### src/hdl/swd_pkg.sv
// constants for the supervisor, watchdog and control register block
package swd_pkg;

    localparam int unsigned CLK_KHZ       = 125000;
    localparam int unsigned POR_DELAY_MS  = 200;
    localparam int unsigned WD_LONG_MS    = 1400;
    localparam int unsigned WD_MID_MS     = 600;
    localparam int unsigned WD_SHORT_MS   = 200;
    localparam int unsigned NV_WRITE_MS   = 10;

    localparam int unsigned POR_CYC       = POR_DELAY_MS * CLK_KHZ;
    localparam int unsigned WD_LONG_CYC   = WD_LONG_MS * CLK_KHZ;
    localparam int unsigned WD_MID_CYC    = WD_MID_MS * CLK_KHZ;
    localparam int unsigned WD_SHORT_CYC  = WD_SHORT_MS * CLK_KHZ;
    localparam int unsigned NV_WRITE_CYC  = NV_WRITE_MS * CLK_KHZ;

    localparam int          CNT_W         = 28;
    localparam int          NV_CNT_W      = 21;

    localparam logic [15:0] CTRL_ADDR     = 16'hffff;

    // control register field positions
    localparam int          HPE_BIT       = 7;
    localparam int          WDH_BIT       = 6;
    localparam int          WDL_BIT       = 5;
    localparam int          BPM_BIT       = 4;
    localparam int          BPL_BIT       = 3;
    localparam int          RWL_BIT       = 2;
    localparam int          WL_BIT        = 1;
    localparam int          BPH_BIT       = 0;

    // volatile latch command bytes and the trip-point program byte
    localparam logic [7:0]  SET_WL_BYTE   = 8'h02;
    localparam logic [7:0]  SET_RWL_BYTE  = 8'h06;
    localparam logic [7:0]  CLR_WL_BYTE   = 8'h00;
    localparam logic [7:0]  VTRIP_BYTE    = 8'h00;

    // nonvolatile reset (factory) values and the watchdog-off period code
    localparam logic [1:0]  WD_RESET      = 2'h3;
    localparam logic [1:0]  WD_OFF        = 2'h3;
    localparam logic [2:0]  BP_RESET      = 3'h0;
    localparam logic        HPE_RESET     = 1'b0;

    // protected address bounds
    localparam logic [13:0] Q4_BASE       = 14'h3000;
    localparam logic [13:0] HALF_BASE     = 14'h2000;
    localparam logic [13:0] P1_END        = 14'h0040;
    localparam logic [13:0] P2_END        = 14'h0080;
    localparam logic [13:0] P4_END        = 14'h0100;
    localparam logic [13:0] P8_END        = 14'h0200;

endpackage

### src/hdl/swd_sync.sv
// two-stage synchroniser for a group of pin inputs
`timescale 1ns/1ps
`default_nettype none
module swd_sync #(
    parameter int W = 1
) (
    input  wire logic         clk,
    input  wire logic         rst,
    input  wire logic         ce,
    input  wire logic [W-1:0] din,
    output var  logic [W-1:0] dout
);
    logic [W-1:0] stage1_ff;

    always_ff @(posedge clk or posedge rst) begin
        if (rst) begin
            stage1_ff <= '0;
            dout      <= '0;
        end else if (ce) begin
            stage1_ff <= din;
            dout      <= stage1_ff;
        end
    end
endmodule // swd_sync
`default_nettype wire

### src/hdl/swd_supervisor.sv
// supervisor: power-on/brown-out reset, watchdog, control register and write gating
`timescale 1ns/1ps
`default_nettype none
module swd_supervisor
    import swd_pkg::*;
#(
    parameter int unsigned POR_CYCLES   = POR_CYC,
    parameter int unsigned WD_LONG_CYC  = swd_pkg::WD_LONG_CYC,
    parameter int unsigned WD_MID_CYC   = swd_pkg::WD_MID_CYC,
    parameter int unsigned WD_SHORT_CYC = swd_pkg::WD_SHORT_CYC,
    parameter int unsigned NV_CYCLES    = NV_WRITE_CYC
) (
    input  wire logic        clk,
    input  wire logic        rst,
    input  wire logic        ce,
    input  wire logic        scl_pin,
    input  wire logic        sda_pin,
    input  wire logic        vcc_ok_pin,
    input  wire logic        wp_pin,
    input  wire logic        programming_level,
    input  wire logic        wr_strobe,
    input  wire logic        wr_first,
    input  wire logic [15:0] wr_addr,
    input  wire logic [7:0]  wr_data,
    input  wire logic        vtrip_cmd,
    output var  logic        sys_reset,
    output var  logic        ack_valid,
    output var  logic        data_ack,
    output var  logic        bus_abort,
    output var  logic        array_wr_go,
    output var  logic        vtrip_prog_go,
    output var  logic        nv_busy,
    output var  logic [7:0]  ctrl_value
);

    typedef struct packed {
        logic [CNT_W-1:0]    por_cnt;
        logic [CNT_W-1:0]    wd_cnt;
        logic [NV_CNT_W-1:0] nv_cnt;
        logic                sysrst;
        logic                wl;
        logic                rwl;
        logic                hpe;
        logic [1:0]          wd;
        logic [2:0]          bp;
        logic                pend_val;
        logic [7:0]          pend_byte;
        logic                pend_arr;
        logic                pend_vtrip;
        logic                nv_busy;
        logic                ack_valid;
        logic                data_ack;
        logic                bus_abort;
        logic                array_go;
        logic                vtrip_go;
        logic                sda_d;
        logic [7:0]          ctrl;
    } swd_state_t;

    localparam logic [CNT_W-1:0]    POR_END   = CNT_W'(POR_CYCLES);
    localparam logic [CNT_W-1:0]    WDL_END   = CNT_W'(WD_LONG_CYC - 1);
    localparam logic [CNT_W-1:0]    WDM_END   = CNT_W'(WD_MID_CYC - 1);
    localparam logic [CNT_W-1:0]    WDS_END   = CNT_W'(WD_SHORT_CYC - 1);
    localparam logic [NV_CNT_W-1:0] NV_END    = NV_CNT_W'(NV_CYCLES - 1);

    swd_state_t state_ff;
    swd_state_t nxt_state;

    logic [4:0] pins_s;
    logic       scl_s;
    logic       sda_s;
    logic       vcc_s;
    logic       wp_s;
    logic       vp_s;
    logic       start_cond;
    logic       stop_cond;
    logic [CNT_W-1:0] wd_end;
    logic       wd_expire;

    swd_sync #(
        .W    (5)
    ) u_sync (
        .clk  (clk),
        .rst  (rst),
        .ce   (ce),
        .din  ({scl_pin, sda_pin, vcc_ok_pin, wp_pin, programming_level}),
        .dout (pins_s)
    );

    assign {scl_s, sda_s, vcc_s, wp_s, vp_s} = pins_s;

    assign start_cond = scl_s & state_ff.sda_d & ~sda_s;
    assign stop_cond  = scl_s & ~state_ff.sda_d & sda_s;

    // timeout selection by period bits
    always_comb begin
        case (state_ff.wd)
            2'h0:    wd_end = WDL_END;
            2'h1:    wd_end = WDM_END;
            2'h2:    wd_end = WDS_END;
            default: wd_end = WDL_END;
        endcase
    end

    assign wd_expire = (state_ff.wd != WD_OFF) && !state_ff.sysrst && (state_ff.wd_cnt == wd_end);

    // address inside the protected block for the current code
    function automatic logic in_protected(input logic [2:0] bp, input logic [15:0] addr);
        logic [13:0] a;
        a = addr[13:0];
        case (bp)
            3'h1:    in_protected = (a >= Q4_BASE);
            3'h2:    in_protected = (a >= HALF_BASE);
            3'h3:    in_protected = 1'b1;
            3'h4:    in_protected = (a < P1_END);
            3'h5:    in_protected = (a < P2_END);
            3'h6:    in_protected = (a < P4_END);
            3'h7:    in_protected = (a < P8_END);
            default: in_protected = 1'b0;
        endcase
    endfunction

    always_comb begin
        nxt_state           = state_ff;
        nxt_state.sda_d     = sda_s;
        nxt_state.ack_valid = 1'b0;
        nxt_state.data_ack  = 1'b0;
        nxt_state.bus_abort = 1'b0;
        nxt_state.array_go  = 1'b0;
        nxt_state.vtrip_go  = 1'b0;

        // supply supervision
        if (!vcc_s) begin
            nxt_state.por_cnt = '0;
        end else if (state_ff.por_cnt != POR_END) begin
            nxt_state.por_cnt = state_ff.por_cnt + 1'b1;
        end

        // watchdog
        if (state_ff.sysrst || start_cond || state_ff.wd == WD_OFF) begin
            nxt_state.wd_cnt = '0;
        end else begin
            nxt_state.wd_cnt = state_ff.wd_cnt + 1'b1;
        end
        if (wd_expire) begin
            nxt_state.por_cnt = '0;
        end

        nxt_state.sysrst    = (nxt_state.por_cnt != POR_END);
        nxt_state.bus_abort = nxt_state.sysrst & ~state_ff.sysrst;

        // a new start ends whatever write was pending
        if (start_cond || nxt_state.sysrst) begin
            nxt_state.pend_val   = 1'b0;
            nxt_state.pend_arr   = 1'b0;
            nxt_state.pend_vtrip = 1'b0;
        end

        // nonvolatile register cycle, runs on through reset
        if (state_ff.nv_busy) begin
            if (state_ff.nv_cnt == NV_END) begin
                nxt_state.nv_busy = 1'b0;
                // new period counts from zero, never past a shorter end
                nxt_state.wd_cnt  = '0;
                if (!wp_s) begin
                    nxt_state.wd = {state_ff.pend_byte[WDH_BIT], state_ff.pend_byte[WDL_BIT]};
                end
                if (!(wp_s && state_ff.hpe)) begin
                    nxt_state.hpe = state_ff.pend_byte[HPE_BIT];
                    nxt_state.bp  = {state_ff.pend_byte[BPH_BIT], state_ff.pend_byte[BPM_BIT],
                                     state_ff.pend_byte[BPL_BIT]};
                end
                nxt_state.rwl = state_ff.pend_byte[RWL_BIT];
            end else begin
                nxt_state.nv_cnt = state_ff.nv_cnt + 1'b1;
            end
        end

        // data byte from the bus engine
        if (wr_strobe && !state_ff.sysrst) begin
            nxt_state.ack_valid = 1'b1;
            if (state_ff.nv_busy) begin
                nxt_state.data_ack = 1'b0;
            end else if (!state_ff.wl) begin
                nxt_state.data_ack = 1'b0;
            end else if (wr_addr == CTRL_ADDR) begin
                if (!wr_first) begin
                    nxt_state.pend_val = 1'b0;
                end else if (state_ff.rwl) begin
                    nxt_state.pend_val  = 1'b1;
                    nxt_state.pend_byte = wr_data;
                    nxt_state.data_ack  = 1'b1;
                end else if (wr_data == SET_RWL_BYTE) begin
                    nxt_state.rwl      = 1'b1;
                    nxt_state.data_ack = 1'b1;
                end else if (wr_data == SET_WL_BYTE) begin
                    nxt_state.data_ack = 1'b1;
                end else if (wr_data == CLR_WL_BYTE) begin
                    nxt_state.wl       = 1'b0;
                    nxt_state.data_ack = 1'b1;
                end
            end else if (vtrip_cmd) begin
                if (wr_first && wr_data == VTRIP_BYTE && vp_s) begin
                    nxt_state.pend_vtrip = 1'b1;
                    nxt_state.data_ack   = 1'b1;
                end
            end else if (in_protected(state_ff.bp, wr_addr)) begin
                nxt_state.rwl = 1'b0;
            end else begin
                nxt_state.pend_arr = 1'b1;
                nxt_state.data_ack = 1'b1;
            end
        end

        // setting the write latch needs it clear beforehand, so handle it apart
        if (wr_strobe && !state_ff.sysrst && !state_ff.nv_busy && !state_ff.wl && wr_first
            && wr_addr == CTRL_ADDR && wr_data == SET_WL_BYTE) begin
            nxt_state.wl       = 1'b1;
            nxt_state.data_ack = 1'b1;
        end

        // stop launches what the transaction asked for
        if (stop_cond && !state_ff.sysrst) begin
            if (state_ff.pend_val) begin
                nxt_state.nv_busy = 1'b1;
                nxt_state.nv_cnt  = '0;
            end
            nxt_state.array_go   = state_ff.pend_arr;
            nxt_state.vtrip_go   = state_ff.pend_vtrip;
            nxt_state.pend_val   = 1'b0;
            nxt_state.pend_arr   = 1'b0;
            nxt_state.pend_vtrip = 1'b0;
        end

        nxt_state.ctrl = {nxt_state.hpe, nxt_state.wd, nxt_state.bp[1], nxt_state.bp[0],
                          nxt_state.rwl, nxt_state.wl, nxt_state.bp[2]};
    end

    always_ff @(posedge clk or posedge rst) begin
        if (rst) begin
            state_ff      <= '0;
            state_ff.wd   <= WD_RESET;
            state_ff.bp   <= BP_RESET;
            state_ff.hpe  <= HPE_RESET;
            state_ff.sysrst <= 1'b1;
            state_ff.ctrl <= {HPE_RESET, WD_RESET, BP_RESET[1], BP_RESET[0], 1'b0, 1'b0, BP_RESET[2]};
        end else if (ce) begin
            state_ff <= nxt_state;
        end
    end

    assign sys_reset     = state_ff.sysrst;
    assign ack_valid     = state_ff.ack_valid;
    assign data_ack      = state_ff.data_ack;
    assign bus_abort     = state_ff.bus_abort;
    assign array_wr_go   = state_ff.array_go;
    assign vtrip_prog_go = state_ff.vtrip_go;
    assign nv_busy       = state_ff.nv_busy;
    assign ctrl_value    = state_ff.ctrl;
endmodule // swd_supervisor
`default_nettype wire

### config.mk
export PLATFORM = sky130hd
export DESIGN_NAME = swd_supervisor
export DESIGN_NICKNAME = d
export VERILOG_FILES = /design/src/hdl/swd_pkg.sv /design/src/hdl/swd_sync.sv /design/src/hdl/swd_supervisor.sv
export SDC_FILE = /design/constraint.sdc
export NUM_CORES = 1
export LEC_CHECK = 0
export BUFFER_PORTS_ARGS = -buffer_cell sky130_fd_sc_hd__buf_4
export CORE_UTILIZATION = 45
export DETAILED_ROUTE_END_ITERATION = 8
export MAX_ROUTING_LAYER = met4
export PLACE_DENSITY = 0.72
export SLEW_MARGIN = 40
export SYNTH_ARGS = -nofsm -noshare
export SYNTH_HDL_FRONTEND = slang
export SYNTH_HIERARCHICAL = 1
export SYNTH_SLANG_ARGS = --single-unit
### constraint.sdc
create_clock -name clk -period 4.3 [get_ports clk]
set_input_delay 0.645 -clock clk [delete_from_list [all_inputs] [get_ports clk]]
set_output_delay 0.645 -clock clk [all_outputs]
set_load 0.05 [all_outputs]
==> flow_metrics.py <==
metrics = {
    "timing": {
        "finClkSkew_ns": 0.00700,
        "maxSlewHeadroom_pct": 59.5,
        "fin_crit_ns": 3.12,
        "hold_violations": 0,
        "setup_viol": 0,
        "max_slew.worst_pin.slew_ns": 0.602,
        "fin_tns_setup_ns": 0,
        "holdWs_ns": 0.230,
        "fmax_mhz": 321,
        "slew_viol_final": 0,
        "period_share_pct": 72.5,
        "rsz0062_at_grt": "false",
    },
    "cts": {
        "cts_tree": "done",
        "ctsHoldBuffers": 0,
        "post_cts_buffers": 0,
        "htree_levels": 4,
        "cts.reportedPaths.clkPinSlew_ns": 0.05,
        "cts.sink_count": 113,
        "postCtsResizedCells": 0,
        "cts_root_buf": "clkbuf_16",
        "clock_path_buffers": 2,
        "numCtsBuffers": 17,
        "clk_latency_ns": 0.42,
    },
    "critical_path": {
        "critPathKind": "register to register",
        "arrival_ns": 3.42,
        "required_ns": 4.60,
        "cp_slowest_cell": "or4b_2",
        "cp-end-kind": "register",
        "worst-path-max-fanout": 22,
        "cp-startpoint": "state_ff[29]$_DFFE_PP1P_",
        "regToRegSetupSlack_ns": 1.18,
        "r2r_start": "state_ff[29]$_DFFE_PP1P_",
        "cp-start-kind": "register",
        "reg2reg_to": "state_ff[84]$_DFFE_PP0P_",
        "cp_slowest_stage_delay_ns": 0.66,
        "r2r_cells": 9,
        "crit_path_cell_trace": "inv_1, ha_1, or4b_2, o22ai_1, o21ai_0, o31ai_2, or2_2, nor2_1, mux2_2",
    },
    "synth": {
        "ys_types": 66,
        "syn_nets": 730,
        "synth_cells": 688,
        "syn_area_um2": 6440,
        "synth_ff_type": "dfrtp_1",
        "ys_warn_count": 6,
        "synthArstFlopShare_pct": 100,
        "yosysSeqAreaShare_pct": 43.9,
        "synth_edf_count": 0,
        "synth-seq-cells": 113,
        "synth_area_per_cell_um2": 9.37,
    },
    "routing": {
        "drc": 0,
        "vias_per_cell": 5.86,
        "drt_first_pass_iters": 4,
        "vias": 5381,
        "met1_length_um": 7070,
        "wl_met2_um": 7540,
        "drt_iter0_drc": 419,
        "ant_nets": 0,
        "routed_wl_um": 15400,
        "wl_per_cell_um": 16.8,
        "maxUsedRoutingLayer": "met4",
        "route.met3.wl_um": 617,
    },
    "power_and_ir_drop": {
        "peakVddDrop_mv": 0.332,
        "p_int_mw": 2.29,
        "p_leak_nw": 3.35,
        "p_sw_share_pct": 23.3,
        "p_switching_mw": 0.698,
        "clkPwrFrac_pct": 52.0,
        "powerDensity_nw_per_um2": 395,
        "power.share.combinational_pct": 8.7,
        "pwr-share-seq_pct": 39.3,
    },
    "run_status": {
        "status": "completed",
    },
    "die": {
        "io_pins": 50,
        "start_util_pct": 46.2,
        "rows": 43,
        "dieArea_um2": 14800,
        "fp.dieW_um": 122,
        "core_area_um2": 13900,
        "die_h_um": 122,
    },
    "job": {
        "cap_violations": 0,
    },
    "final_layout": {
        "final_common_cell": "dfrtp_1",
        "n_fill_cell": 1226,
        "area_growth_pct": 17.5,
        "final_cell_area_um2": 7570,
        "nNetsFinal": 769,
        "drive_above_1_share_pct": 18.4,
        "antennaDiodeCount": 0,
        "final_cell_mix": "dfrtp_1, nor2_1, nand2_1",
    },
    "placed_design": {
        "gp_congestion": 0.934,
        "numPortBuffers": 49,
        "placed_area_um2": 6910,
        "dpl.hpwl_um": 10600,
    },
    "global_routing": {
        "grt_pass1_wl_um": 26100,
        "grt_overflow": 0,
        "grt_max_degree": 86,
        "antenna_found_initial": 0,
        "track_usage_pct": 23.2,
        "grt_pass1_vias": 5318,
    },
    "worst_hold_path": {
        "hold_class": "input pin to async pin",
    },
}
[stage by stage]
step | setup slack (ns) | total power [mW] | cells | utilization (%)
finish | 1.18 | 2.99 | 919 | 54.3
global route | 0.972 | 3.10 | 919 | 54.3
CTS | 1.17 | 3.01 | 919 | 54.3
detailed placement | 1.20 | 1.44 | 888 | 49.6
global placement | 1.29 | 1.43 | 888 | 49.5
floorplan | 0.956 | 1.35 | 688 | -
[critical path, delay by kind of cell (launching register included)]
family,cells,cell delay [ns]
compound gates,3,0.59
fa+ha+maj,1,0.21
buf+inv,1,0.06
flops,1,0.55
mux,1,0.30
simple gates,3,1.28
[how the worst max path moves through the flow]
stage | depth (start not counted) | end | slack (ns)
after floorplan | 1 | ack_valid$_DFFE_PP0P_ | 0.96
after global placement | 9 | state_ff[84]$_DFFE_PP0P_ | 1.29
after detailed placement | 9 | state_ff[84]$_DFFE_PP0P_ | 1.20
after CTS | 9 | state_ff[84]$_DFFE_PP0P_ | 1.17
after global routing | 9 | state_ff[84]$_DFFE_PP0P_ | 0.97
final | 9 | state_ff[84]$_DFFE_PP0P_ | 1.18
[power by group through the flow]
stage                     clock network [mW]  registers [mW]  logic, mW
after floorplan                            0            1.17      0.182
after global placement                     0            1.19      0.245
after detailed placement                   0            1.19      0.254
after CTS                               1.58            1.17      0.258
after global routing                    1.63            1.18      0.288
final                                   1.55            1.18      0.260
[flip-flops by register name (all words and copies together) (netlist names)]
signal and flops:
vtrip_prog_go 1, nv_busy 1, sys_reset 1, u_sync/stage1_ff 5
bus_abort 1, ack_valid 1, ctrl_value 4, data_ack 1
u_sync/dout 5, state_ff 92, array_wr_go 1
[synthesized netlist by cell type (4+ instances only)]
library cell  instances  area [um2]
and3_1               19         119
o41ai_1               6        52.6
nor2_1               71         267
xor2_1               32         280
xnor2_1              11        96.3
dfrtp_1             110        2750
mux2_2               14         158
nand4_1              20         125
or3_1                 4        25.0
buf_4                10        75.1
nand2_1              66         248
o2bb2ai_1             9        78.8
mux2i_1               5        50.1
inv_1                20        75.1
buf_2                 6        30.0
and4_1                9        78.8
nand2b_1              8        50.1
and2_1                9        56.3
ha_1                  7        87.6
o21ai_0              53         265
nand3_1              35         175
nor4_1               10        62.6
nor2b_1              12        75.1
a31oi_1               4        25.0
a21oi_1              15        75.1
clkbuf_1             15        56.3
nor3_1               12        60.1
nor3b_1               7        52.6
o211ai_1              4        30.0
a22oi_1               4        30.0
o31ai_1              17         128
mux2_4               11         165
[kinds of logic after synthesis]
logic type                 Yosys count  share of synthesized area [%]
and+or+nand+nor                    311                           26.2
AOI/OAI and AO/OA                  129                           12.8
DFF                                113                           43.9
buffers and inverters               55                           4.04
xor gates and xnor gates            43                           5.84
muxes                               30                           5.79
adders and majority gates            7                           1.36
[routing by layer]
metal  up-vias  track usage, %
met5         -               -
met4         0            7.79
met3        16            5.34
met2       139            36.7
met1      2666            29.3
li1       2560               -
[cell type report]
type                            count  area, um2  area share, %
Clock buffer                       22        474           6.27
Clock inverter                      9        179           2.36
Inverter                           20       82.6           1.09
Multi-Input combinational cell    520       3360           44.4
Sequential cell                   113       2830           37.4
Tap cell                          180        225           2.98
Timing Repair Buffer               55        413           5.46
Note: power is estimated with default switching activity, not from simulation.
